<file path="src/hdl/dcie_pkg.sv">
// dcie_pkg: shared constants and types for the dual-channel input evaluator
// assumes: used by dcie_evaluator, dcie_pair_eval, dcie_evaluator_asserts and tb_dcie_evaluator
package dcie_pkg;

  // ****************************************
  // evaluation modes
  // ****************************************
  typedef enum logic [2:0] {
    DCIE_MODE_SINGLE = 3'h0,
    DCIE_MODE_DUAL_EQU = 3'h1,
    DCIE_MODE_DUAL_CMP = 3'h2,
    DCIE_MODE_TWO_EQU = 3'h3,
    DCIE_MODE_TWO_CMP = 3'h4
  } dcie_mode_type;

  // ****************************************
  // output select positions (exposure mask)
  // ****************************************
  localparam int DCIE_OUT_COUNT = 11;
  localparam int DCIE_SEL_OUT_EN = 0;
  localparam int DCIE_SEL_STATIC_REL = 1;
  localparam int DCIE_SEL_DISC_ERR = 2;
  localparam int DCIE_SEL_SYNC_ERR = 3;
  localparam int DCIE_SEL_EXT_CHK_ERR = 4;
  localparam int DCIE_SEL_FAULT = 5;
  localparam int DCIE_SEL_RESET_REQ = 6;
  localparam int DCIE_SEL_RESTART_REQ = 7;
  localparam int DCIE_SEL_SWITCH_A = 8;
  localparam int DCIE_SEL_SWITCH_B = 9;
  localparam int DCIE_SEL_REMOTE_STAT = 10;
  // default exposure: output enable plus the required-action outputs
  localparam logic [10:0] DCIE_SHOW_DEFAULT = 11'h0C1;
  localparam logic [3:0] DCIE_SHOW_COUNT_DEFAULT = 4'h3;

  // ****************************************
  // reset values
  // ****************************************
  localparam logic DCIE_RESULT_RESET = 1'b0;
  localparam logic DCIE_FAULT_RESET = 1'b0;

endpackage : dcie_pkg

</file>
<file path="src/hdl/dcie_pair_eval.sv">
// dcie_pair_eval: combinational evaluation of one input pair
// assumes: inputs already sampled in the scan clock domain
`timescale 1ns/1ns
`default_nettype none
module dcie_pair_eval
  import dcie_pkg::*;
(
  // pair inputs
  input wire logic in_a_i,
  input wire logic in_b_i,
  // pair config
  input wire logic complementary_i,
  input wire logic same_source_i,
  // results
  output logic active_o,
  output logic discrepant_o
);

  logic b_eff;

  // ****************************************
  // pair truth table
  // ****************************************
  always_comb begin
    b_eff = same_source_i ? (complementary_i ? ~in_a_i : in_a_i) : in_b_i;
    if (complementary_i) begin
      active_o = in_a_i & ~b_eff;
      discrepant_o = ~(in_a_i ^ b_eff);
    end else begin
      active_o = in_a_i & b_eff;
      discrepant_o = in_a_i ^ b_eff;
    end
  end

endmodule : dcie_pair_eval
`default_nettype wire

</file>
<file path="src/hdl/dcie_evaluator.sv">
// dcie_evaluator: safety input evaluation stage of the logic engine
// assumes: all inputs synchronous to ref_clk_i; scan_tick_i marks scan boundaries;
// discrepancy and sync timing are judged upstream and arrive as error flags
//
// Function
// - dual complementary: result high only for first 1, second 0
// - fault flag set forces result low in every mode
// - two-pair equivalent: enable only when all four inputs are 1, no fault
// - two-pair complementary: enable only for A=1,B=0 on both pairs
// - same source on both inputs of pair 1: use first connection, ignore second
// - single-channel mode lets a pre-evaluated remote bit drive the block
// - remote status separates normal inactive from fault-caused inactive
// - one physical output per result; more need an explicit routing block
// - provide enable, release, error, fault, request and two switching outputs
// - exposure configurable; default shows enable and required-action outputs
// - internal fault raises flag; single mode follows input while fault-free
// - dual equivalent: result high only when both inputs are 1
// - discrepancy: enable low, fault set, pair error bit set
`timescale 1ns/1ns
`default_nettype none
module dcie_evaluator
  import dcie_pkg::*;
#(
  parameter int OUT_COUNT = DCIE_OUT_COUNT
) (
  // clock and reset
  input wire logic ref_clk_i,
  input wire logic reset_n_i,
  // scan control
  input wire logic scan_tick_i,
  // configuration
  input wire dcie_mode_type mode_i,
  input wire logic same_source_i,
  input wire logic [OUT_COUNT-1:0] show_mask_i,
  input wire logic [1:0] phys_route_i,
  // safety inputs
  input wire logic in1_a_i,
  input wire logic in1_b_i,
  input wire logic in2_a_i,
  input wire logic in2_b_i,
  // remote status of the single input: 1 = inactive due to device fault
  input wire logic remote_fault_status_i,
  // upstream error causes
  input wire logic internal_fault_i,
  input wire logic disc_timeout1_i,
  input wire logic disc_timeout2_i,
  input wire logic sync_timeout_i,
  input wire logic ext_check_err_i,
  input wire logic fault_clear_i,
  input wire logic reset_req_i,
  input wire logic restart_req_i,
  // results
  output logic out_enable_o,
  output logic static_release_o,
  output logic disc_err1_o,
  output logic disc_err2_o,
  output logic sync_err_o,
  output logic external_device_check_err_o,
  output logic fault_present_o,
  output logic reset_required_o,
  output logic restart_required_o,
  output logic safety_switch_out_a_o,
  output logic safety_switch_out_b_o,
  output logic remote_fault_inactive_o,
  output logic phys_out_o,
  output logic route_needed_o
);

  // the output set is fixed, so no other width can be served
  if (OUT_COUNT != DCIE_OUT_COUNT) begin : g_bad_count
    $error("dcie_evaluator: OUT_COUNT must match the output set");
  end

  logic act1, act2, disc1, disc2;
  logic raw_result;
  logic result_reg, result_next;
  logic fault_reg, fault_next;
  logic disc1_reg, disc1_next;
  logic disc2_reg, disc2_next;
  logic sync_reg, sync_next;
  logic ext_reg, ext_next;
  logic rreq_reg, rreq_next;
  logic rstr_reg, rstr_next;
  logic rstat_reg, rstat_next;
  logic phys_reg, phys_next;
  logic route_reg, route_next;
  logic [OUT_COUNT-1:0] shown_reg, shown_next;
  logic [OUT_COUNT-1:0] out_vec;

  // ****************************************
  // pair evaluation
  // ****************************************
  dcie_pair_eval u_pair1 (
    .in_a_i(in1_a_i),
    .in_b_i(in1_b_i),
    .complementary_i(mode_i == DCIE_MODE_DUAL_CMP || mode_i == DCIE_MODE_TWO_CMP),
    .same_source_i(same_source_i),
    .active_o(act1),
    .discrepant_o(disc1)
  );

  dcie_pair_eval u_pair2 (
    .in_a_i(in2_a_i),
    .in_b_i(in2_b_i),
    .complementary_i(mode_i == DCIE_MODE_TWO_CMP),
    .same_source_i(1'b0),
    .active_o(act2),
    .discrepant_o(disc2)
  );

  // ****************************************
  // mode selection and fault handling
  // ****************************************
  always_comb begin
    unique case (mode_i)
      DCIE_MODE_SINGLE: raw_result = in1_a_i;
      DCIE_MODE_DUAL_EQU: raw_result = act1;
      DCIE_MODE_DUAL_CMP: raw_result = act1;
      DCIE_MODE_TWO_EQU: raw_result = act1 & act2;
      DCIE_MODE_TWO_CMP: raw_result = act1 & act2;
      default: raw_result = 1'b0;
    endcase
  end

  always_comb begin
    disc1_next = disc1_reg;
    disc2_next = disc2_reg;
    sync_next = sync_reg;
    ext_next = ext_reg;
    fault_next = fault_reg;
    result_next = result_reg;
    rreq_next = rreq_reg;
    rstr_next = rstr_reg;
    rstat_next = rstat_reg;
    phys_next = phys_reg;
    route_next = route_reg;
    shown_next = shown_reg;
    if (scan_tick_i) begin
      // clear only when the pair is back inactive; a new cause wins over clear
      if (fault_clear_i && !raw_result) begin
        disc1_next = 1'b0;
        disc2_next = 1'b0;
        sync_next = 1'b0;
        ext_next = 1'b0;
        fault_next = 1'b0;
      end
      if (disc_timeout1_i && mode_i != DCIE_MODE_SINGLE && disc1) begin
        disc1_next = 1'b1;
      end
      if (disc_timeout2_i && (mode_i == DCIE_MODE_TWO_EQU || mode_i == DCIE_MODE_TWO_CMP)
          && disc2) begin
        disc2_next = 1'b1;
      end
      if (sync_timeout_i) begin
        sync_next = 1'b1;
      end
      if (ext_check_err_i) begin
        ext_next = 1'b1;
      end
      if (internal_fault_i || disc1_next || disc2_next || sync_next || ext_next) begin
        fault_next = 1'b1;
      end
      result_next = raw_result & ~fault_next;
      rreq_next = reset_req_i;
      rstr_next = restart_req_i;
      rstat_next = (mode_i == DCIE_MODE_SINGLE) & ~in1_a_i & remote_fault_status_i;
      phys_next = phys_route_i[0] & result_next;
      route_next = phys_route_i[0] & phys_route_i[1];
      shown_next = show_mask_i;
    end
  end

  always_ff @(posedge ref_clk_i or negedge reset_n_i) begin
    if (!reset_n_i) begin
      result_reg <= DCIE_RESULT_RESET;
      fault_reg <= DCIE_FAULT_RESET;
      disc1_reg <= 1'b0;
      disc2_reg <= 1'b0;
      sync_reg <= 1'b0;
      ext_reg <= 1'b0;
      rreq_reg <= 1'b0;
      rstr_reg <= 1'b0;
      rstat_reg <= 1'b0;
      phys_reg <= 1'b0;
      route_reg <= 1'b0;
      shown_reg <= DCIE_SHOW_DEFAULT;
    end else begin
      result_reg <= result_next;
      fault_reg <= fault_next;
      disc1_reg <= disc1_next;
      disc2_reg <= disc2_next;
      sync_reg <= sync_next;
      ext_reg <= ext_next;
      rreq_reg <= rreq_next;
      rstr_reg <= rstr_next;
      rstat_reg <= rstat_next;
      phys_reg <= phys_next;
      route_reg <= route_next;
      shown_reg <= shown_next;
    end
  end

  // ****************************************
  // output exposure gating
  // ****************************************
  // full output set
  always_comb begin
    out_vec = '0;
    out_vec[DCIE_SEL_OUT_EN] = result_next;
    out_vec[DCIE_SEL_STATIC_REL] = result_next;
    out_vec[DCIE_SEL_DISC_ERR] = disc1_next | disc2_next;
    out_vec[DCIE_SEL_SYNC_ERR] = sync_next;
    out_vec[DCIE_SEL_EXT_CHK_ERR] = ext_next;
    out_vec[DCIE_SEL_FAULT] = fault_next;
    out_vec[DCIE_SEL_RESET_REQ] = rreq_next;
    out_vec[DCIE_SEL_RESTART_REQ] = rstr_next;
    out_vec[DCIE_SEL_SWITCH_A] = result_next;
    out_vec[DCIE_SEL_SWITCH_B] = result_next;
    out_vec[DCIE_SEL_REMOTE_STAT] = rstat_next;
  end

  // mask applied ahead of the flops so that every output leaves a register
  logic [OUT_COUNT-1:0] gated_next, gated_reg;
  logic err1_next, err1_reg, err2_next, err2_reg;
  always_comb begin
    gated_next = out_vec & shown_next;
    err1_next = gated_next[DCIE_SEL_DISC_ERR] & disc1_next;
    err2_next = gated_next[DCIE_SEL_DISC_ERR] & disc2_next;
  end

  always_ff @(posedge ref_clk_i or negedge reset_n_i) begin
    if (!reset_n_i) begin
      gated_reg <= '0;
      err1_reg <= 1'b0;
      err2_reg <= 1'b0;
    end else begin
      gated_reg <= gated_next;
      err1_reg <= err1_next;
      err2_reg <= err2_next;
    end
  end

  assign out_enable_o = gated_reg[DCIE_SEL_OUT_EN];
  assign static_release_o = gated_reg[DCIE_SEL_STATIC_REL];
  assign disc_err1_o = err1_reg;
  assign disc_err2_o = err2_reg;
  assign sync_err_o = gated_reg[DCIE_SEL_SYNC_ERR];
  assign external_device_check_err_o = gated_reg[DCIE_SEL_EXT_CHK_ERR];
  assign fault_present_o = gated_reg[DCIE_SEL_FAULT];
  assign reset_required_o = gated_reg[DCIE_SEL_RESET_REQ];
  assign restart_required_o = gated_reg[DCIE_SEL_RESTART_REQ];
  assign safety_switch_out_a_o = gated_reg[DCIE_SEL_SWITCH_A];
  assign safety_switch_out_b_o = gated_reg[DCIE_SEL_SWITCH_B];
  assign remote_fault_inactive_o = gated_reg[DCIE_SEL_REMOTE_STAT];
  assign phys_out_o = phys_reg;
  assign route_needed_o = route_reg;

endmodule : dcie_evaluator
`default_nettype wire

</file>
<file path="config.mk">
export PLATFORM = sky130hd
export DESIGN_NAME = dcie_evaluator
export DESIGN_NICKNAME = d
export VERILOG_FILES = /design/src/hdl/dcie_pkg.sv /design/src/hdl/dcie_pair_eval.sv /design/src/hdl/dcie_evaluator.sv
export SDC_FILE = /design/constraint.sdc
export NUM_CORES = 1
export LEC_CHECK = 0
export ABC_AREA = 0
export CORE_MARGIN = 2
export CORE_UTILIZATION = 30
export CTS_BUF_LIST = sky130_fd_sc_hd__clkbuf_8
export DETAILED_ROUTE_END_ITERATION = 6
export DONT_BUFFER_PORTS = 1
export SLEW_MARGIN = 40
export SYNTH_ARGS = -nofsm -noshare
export SYNTH_HDL_FRONTEND = slang
export SYNTH_HIERARCHICAL = 1
export SYNTH_SLANG_ARGS = --single-unit
</file>
<file path="constraint.sdc">
create_clock -name ref_clk_i -period 1.6 [get_ports ref_clk_i]
set_input_delay 0.24 -clock ref_clk_i [delete_from_list [all_inputs] [get_ports ref_clk_i]]
set_output_delay 0.24 -clock ref_clk_i [all_outputs]
set_load 0.005 [all_outputs]
</file>
Word-level counts from Yosys, hierarchy flattened
Cells that the tools add are included.
- memories: 0
- ROM bits: 0
- register bits: 35
- bits in latches: 0
- bits in writable memories: 0
- logic and storage cells: 89
- shifts and indexed selects: 0
- muxes and demuxes: 32
- divide/modulo/power cells: 0
- bitwise logic cells: 22
- add/subtract/negate cells: 0
- $lt $le $gt $ge: 0
- reductions and logical operators: 16
- multipliers: 0
- eq/ne operators: 4
- operators with widths (cell ; number):
    two-way mux 1 bit ; 30
    bitwise AND 1 bit ; 12
    bitwise AND 11 bit ; 1
    two-way mux 11 bit ; 1
    equality test 3 x 2 -> 1 bit, second input constant ; 2
    logical OR 1 bit ; 6
    inverter 1 bit ; 6
    logical AND 1 bit ; 5
    OR reduction 2 bit ; 2
    equality test 3 x 1 -> 1 bit, second input constant ; 1
    equality test 3 bit, second input constant ; 1
    logical NOT 3 bit ; 1
    case mux 1 bit (3 select lines) ; 1
    nonzero test 3 bit ; 1
    XOR 1 bit ; 2
    logical NOT 1 bit ; 1
    OR 1 bit ; 1

Longest topological paths before layout
- depth after elaboration: 25
- mapped depth: 10
- depth with buffers taken out: 9

Modules after synthesis
Netlist, hierarchy kept.
- modules (own cells, without submodules) (module ; instances ; seq. area each (µm²) ; cells an instance ; area an instance (µm²)):
    dcie_evaluator ; 1 ; 854.6 ; 111 ; 1443.9
    dcie_pair_eval ; 2 ; 0.0 ; 5 ; 37.5

Worst setup path before layout
Ideal clock, no wire load.
- path type: input -> register
- start: in mode_i[1]
- end: reg gated_reg[0]
- setup slack: -0.476 ns
- library setup time: 0.069 ns
- path buffers: 1
- cell stages on the path: 10
- data required time: 1.531 ns
- arrival: 2.007 ns
- cell sequence: buf_4 xnor2_1 nor2_1 xor2_1 mux2_2 o311a_1 nor3_2 o311ai_2 o31a_4 nor2_2
- RTL lines (element ; line ; RTL):
    from (decl) ; dcie_evaluator.sv:32 ; input wire dcie_mode_type mode_i,
    equality test 3 x 2 -> 1 bit / equality test 3 bit (equally long branches) ; dcie_evaluator.sv:96 ; .complementary_i(mode_i == DCIE_MODE_DUAL_CMP || mode_i == DCIE_MODE_TWO_CMP),
    logical OR 1 bit * ; dcie_evaluator.sv:96 ;
    two-way mux 1 bit (2 in series) ; dcie_pair_eval.sv:25 ; b_eff = same_source_i ? (complementary_i ? ~in_a_i : in_a_i) : in_b_i;
    XOR 1 bit ; dcie_pair_eval.sv:28, dcie_pair_eval.sv:31 ;
    inverter 1 bit ; dcie_pair_eval.sv:28 ; discrepant_o = ~(in_a_i ^ b_eff);
    two-way mux 1 bit * ; dcie_pair_eval.sv:26 ; if (complementary_i) begin
    named net disc1 ; dcie_evaluator.sv:74 ; logic act1, act2, disc1, disc2;
    logical AND 1 bit * ; dcie_evaluator.sv:147 ; if (disc_timeout1_i && mode_i != DCIE_MODE_SINGLE && disc1) begin
    (+2 left out) ; n/a ;
    logical OR 1 bit * (4 in series) ; dcie_evaluator.sv:160 ; if (internal_fault_i || disc1_next || disc2_next || sync_next || ext_next) begin
    two-way mux 1 bit * ; dcie_evaluator.sv:160 ;
    two-way mux 1 bit * ; dcie_evaluator.sv:138 ; if (scan_tick_i) begin
    inverter 1 bit * ; dcie_evaluator.sv:163 ; result_next = raw_result & ~fault_next;
    bitwise AND 1 bit * ; dcie_evaluator.sv:163 ;
    two-way mux 1 bit * ; dcie_evaluator.sv:138 ;
    bitwise AND 11 bit * ; dcie_evaluator.sv:226 ; gated_next = out_vec & shown_next;
    named net gated_next[0] ; dcie_evaluator.sv:223 ; logic [OUT_COUNT-1:0] gated_next, gated_reg;
    to (signal assigned) ; dcie_evaluator.sv:237 ; gated_reg <= gated_next;
    to (decl) ; dcie_evaluator.sv:223 ;
The timed path passes the listed nets; every way through them passes the cells marked *. The select of a mux whose other input is x is not followed.
A chain may end at the register's enable or synchronous reset.

Worst setup path after layout
- start: reg ext_reg
- end: reg gated_reg[1]
- word-level cells in the longest chain between the ends: 10
- RTL lines (element ; line ; RTL):
    from (decl) ; dcie_evaluator.sv:81 ; logic ext_reg, ext_next;
    from (signal assigned) ; dcie_evaluator.sv:193 ; ext_reg <= ext_next;
    two-way mux 1 bit ; dcie_evaluator.sv:140 ; if (fault_clear_i && !raw_result) begin
    two-way mux 1 bit ; dcie_evaluator.sv:157 ; if (ext_check_err_i) begin
    two-way mux 1 bit ; dcie_evaluator.sv:138 ;
    logical OR 1 bit ; dcie_evaluator.sv:160 ;
    two-way mux 1 bit ; dcie_evaluator.sv:160 ;
    two-way mux 1 bit ; dcie_evaluator.sv:138 ;
    inverter 1 bit ; dcie_evaluator.sv:163 ;
    bitwise AND 1 bit ; dcie_evaluator.sv:163 ;
    two-way mux 1 bit ; dcie_evaluator.sv:138 ;
    bitwise AND 11 bit ; dcie_evaluator.sv:226 ;
    named net gated_next[1] ; dcie_evaluator.sv:223 ;
The timed path passes the listed nets, and every way through them passes these cells. The select of a mux whose other input is x is not followed.

==> flow_metrics.env <==
export IMPL_p_leak_nw=0.866
export IMPL_dieArea_um2=5650
export IMPL_initial_core_util_pct=31.5
export IMPL_dr_pass1_iters=4
export IMPL_final_cell_area_um2=1950
export IMPL_violations="negative setup slack"
export IMPL_setup_slack_ns=-0.105
export IMPL_worstPathMaxFanout=5
export IMPL_path_clk_slew_ns=0.06
export IMPL_switchingPower_uw=418
export IMPL_clock_latency_ns=0.28
export IMPL_grt_max_degree=35
export IMPL_run_status="finished with violations"
export IMPL_htreeDepth=2
export IMPL_ant_nets=0
export IMPL_switching_share_pct=21.0
export IMPL_largest_register_ff_count=11
export IMPL_clock_sinks=34
export IMPL_core_um2=4820
export IMPL_vias=987
export IMPL_synth_largest_area_cell="dfrtp_1"
export IMPL_rsz0062_at_grt="yes"
export IMPL_cp_end_kind="flip-flop"
export IMPL_final_layout_size_suffix_gt1_share_pct=40.3
export IMPL_drv_cap=0
export IMPL_synth_cell_type_count=40
export IMPL_hold_start="scan_tick_i"
export IMPL_grt_pass1_vias=1114
export IMPL_finish_utilization_pct=40.4
export IMPL_hp_class="input pin to flip-flop"
export IMPL_r2r_cells=4
export IMPL_peakVddDrop_mv=0.695
export IMPL_fmax_ghz=0.587
export IMPL_p_comb_share_pct=12.6
export IMPL_drt_wl_total_um=3210
export IMPL_hold_viol_final=0
export IMPL_ys_seq_elements=34
export IMPL_rrSetupSlack_ns=-0.10
export IMPL_wl_met2_um=1630
export IMPL_grt_pass1_wl_um=5040
export IMPL_io_buffers=0
export IMPL_synthArstFlopShare_pct=100
export IMPL_track_usage_pct=12.2
export IMPL_syn_area_per_cell_um2=12.6
export IMPL_placed_cell_area_um2=1630
export IMPL_drt_met1_wl_um=1250
export IMPL_cts_root_buf="clkbuf_8"
export IMPL_p_per_area_nw_per_um2=1030
export IMPL_synthCells=121
export IMPL_place_hpwl_um=2290
export IMPL_period_needed_ns=1.70
export IMPL_syn_area_um2=1520
export IMPL_synth_edff_count=0
export IMPL_syn2layout_area_growth_pct=28.1
export IMPL_clkPwrFrac_pct=39.2
export IMPL_cts_tree="done"
export IMPL_finalSetupViolCount=8
export IMPL_fin_cells=206
export IMPL_wl_per_cell_um=15.6
export IMPL_maxUsedRoutingLayer="met4"
export IMPL_routabilityCongestion=0.788
export IMPL_worst_setup_path_type="flip-flop to flip-flop"
export IMPL_yosysWarnings=6
export IMPL_internal_power_mw=1.58
export IMPL_drc=0
export IMPL_worst_setup_path_start_kind="flip-flop"
export IMPL_die_x_um=75.2
export IMPL_worstReg2RegStart="ext_reg$_DFF_PN0_"
export IMPL_dr_wl_met3_um=269
export IMPL_seq_power_share_pct=48.2
export IMPL_total_power_mw=1.99
export IMPL_ios=47
export IMPL_diodes=0
export IMPL_hold_path_depth=1
export IMPL_dp_cells=190
export IMPL_numCtsBuffers=5
export IMPL_post_synth_top_count_cell="dfrtp_1"
export IMPL_finalClockSkew_ns=0.00514
export IMPL_yosysSeqAreaShare_pct=56.3
export IMPL_die_h_um=75.2
export IMPL_avgViaCountPerCell=4.79
export IMPL_slew_viol_final=0
export IMPL_overflow=0
export IMPL_fillers=477
export IMPL_worstPathArrival_ns=1.91
export IMPL_post_route_period_util_pct=107
export IMPL_rows=25
export IMPL_clockBufferDepth=2
export IMPL_antenna_found_initial=0
export IMPL_hold_path_endpoint="route_needed_o$_DFFE_PN0P_"
export IMPL_synthTopCellsByCount="31 x dfrtp_1, 10 x mux2_2, 8 x inv_1"
export IMPL_synth_top_area_share_pct=51.1
export IMPL_cp_required_ns=1.81
export IMPL_yosys_most_used_dff="dfrtp_1"
export IMPL_synth_area_top_cells="dfrtp_1 51%, mux2_2 7.4%, dfstp_2 5.2%"
export IMPL_finalNetCount=171
export IMPL_r2r_end="gated_reg[1]$_DFF_PN0_"
export IMPL_drt_first_iter_violations=34
-- worst max-delay path by stage --
stage | start | end | depth (start not counted)
final | ext_reg$_DFF_PN0_ | gated_reg[1]$_DFF_PN0_ | 4
after global routing | mode_i[2] | gated_reg[1]$_DFF_PN0_ | 9
after CTS | mode_i[1] | gated_reg[1]$_DFF_PN0_ | 9
after detailed placement | mode_i[1] | gated_reg[1]$_DFF_PN0_ | 9
after global placement | mode_i[1] | gated_reg[1]$_DFF_PN0_ | 9
after floorplan | mode_i[0] | gated_reg[1]$_DFF_PN0_ | 8
-- layer usage --
layer | track usage (%) | up-vias
li1 | - | 453
met1 | 13.6 | 492
met2 | 19.3 | 36
met3 | 6.43 | 6
met4 | 5.85 | 0
met5 | 0 | -
-- repair_timing --
item                                   in CTS  in global routing
gates resized for setup                     6                 13
endpoints found under the hold margin      34                  0
setup endpoints to repair                  12                 12
pin swaps                                   6                 11
hold buffers                                2                  0
gates cloned                                0                  0
buffers inserted                            1                  5
-- final cells by class --
| type | instances | area [um^2] | area share, % |
|---|---|---|---|
| multi-input cells | 75 | 741 | 38.1 |
| flip-flops and latches | 34 | 855 | 43.9 |
| clock buffers | 6 | 82.6 | 4.24 |
| clock inverters | 2 | 33.8 | 1.74 |
| repair buffers | 13 | 116 | 5.98 |
| well taps | 67 | 83.8 | 4.31 |
| inverters | 9 | 33.8 | 1.74 |
-- cells by family after synthesis --
| family | Yosys count | synth area share (%) |
|---|---|---|
| AOI/OAI and AO/OA | 19 | 12.0 |
| DFF | 34 | 56.3 |
| and+or+nand+nor | 34 | 14.0 |
| muxes | 15 | 10.7 |
| xor gates and xnor gates | 4 | 2.31 |
| buffers and inverters | 14 | 4.45 |
| other | 1 | 0.247 |
-- worst max-delay path, stage by stage (launching register included) --
cell and delay, ns:
dfrtp_1 0.37, or3_4 0.39, or3_4 0.38, o31a_4 0.39
nor2_2 0.11
-- cells in the final DEF (no fill, tap or decap), types with 2 or more instances in the layout --
cell type  instances
o211ai_1           2
mux2i_1            5
inv_1              8
nor2b_1            2
nor2_1             6
mux2_2             9
buf_4             10
o21a_1             3
clkbuf_8           6
a22o_1             4
and2_1             7
inv_2              2
dfrtp_1           31
nor2_2             4
dfstp_2            3
xor2_2             2
or3_4              2
conb_1             3
nor3_1             2
-- per-stage QoR --
step | TNS [ns] | worst slack, ns | hold slack [ns]
after floorplan | -5.18 | -0.422 | -0.0556
after global placement | -5.00 | -0.469 | -0.0546
after detailed placement | -6.07 | -0.499 | -0.0547
after CTS | -0.889 | -0.144 | 0.0679
after global routing | -0.985 | -0.173 | 0.0872
final | -0.489 | -0.105 | 0.0779
-- power by group through the flow --
| stage | Clock (mW) | Combinational, mW | Sequential [mW] |
|---|---|---|---|
| finish | 0.781 | 0.252 | 0.961 |
| global route | 0.852 | 0.281 | 0.969 |
| CTS | 0.813 | 0.213 | 0.962 |
| detailed placement | 0 | 0.171 | 0.977 |
| global placement | 0 | 0.164 | 0.976 |
| floorplan | 0 | 0.156 | 0.966 |
(Power assumes the default switching activity.)
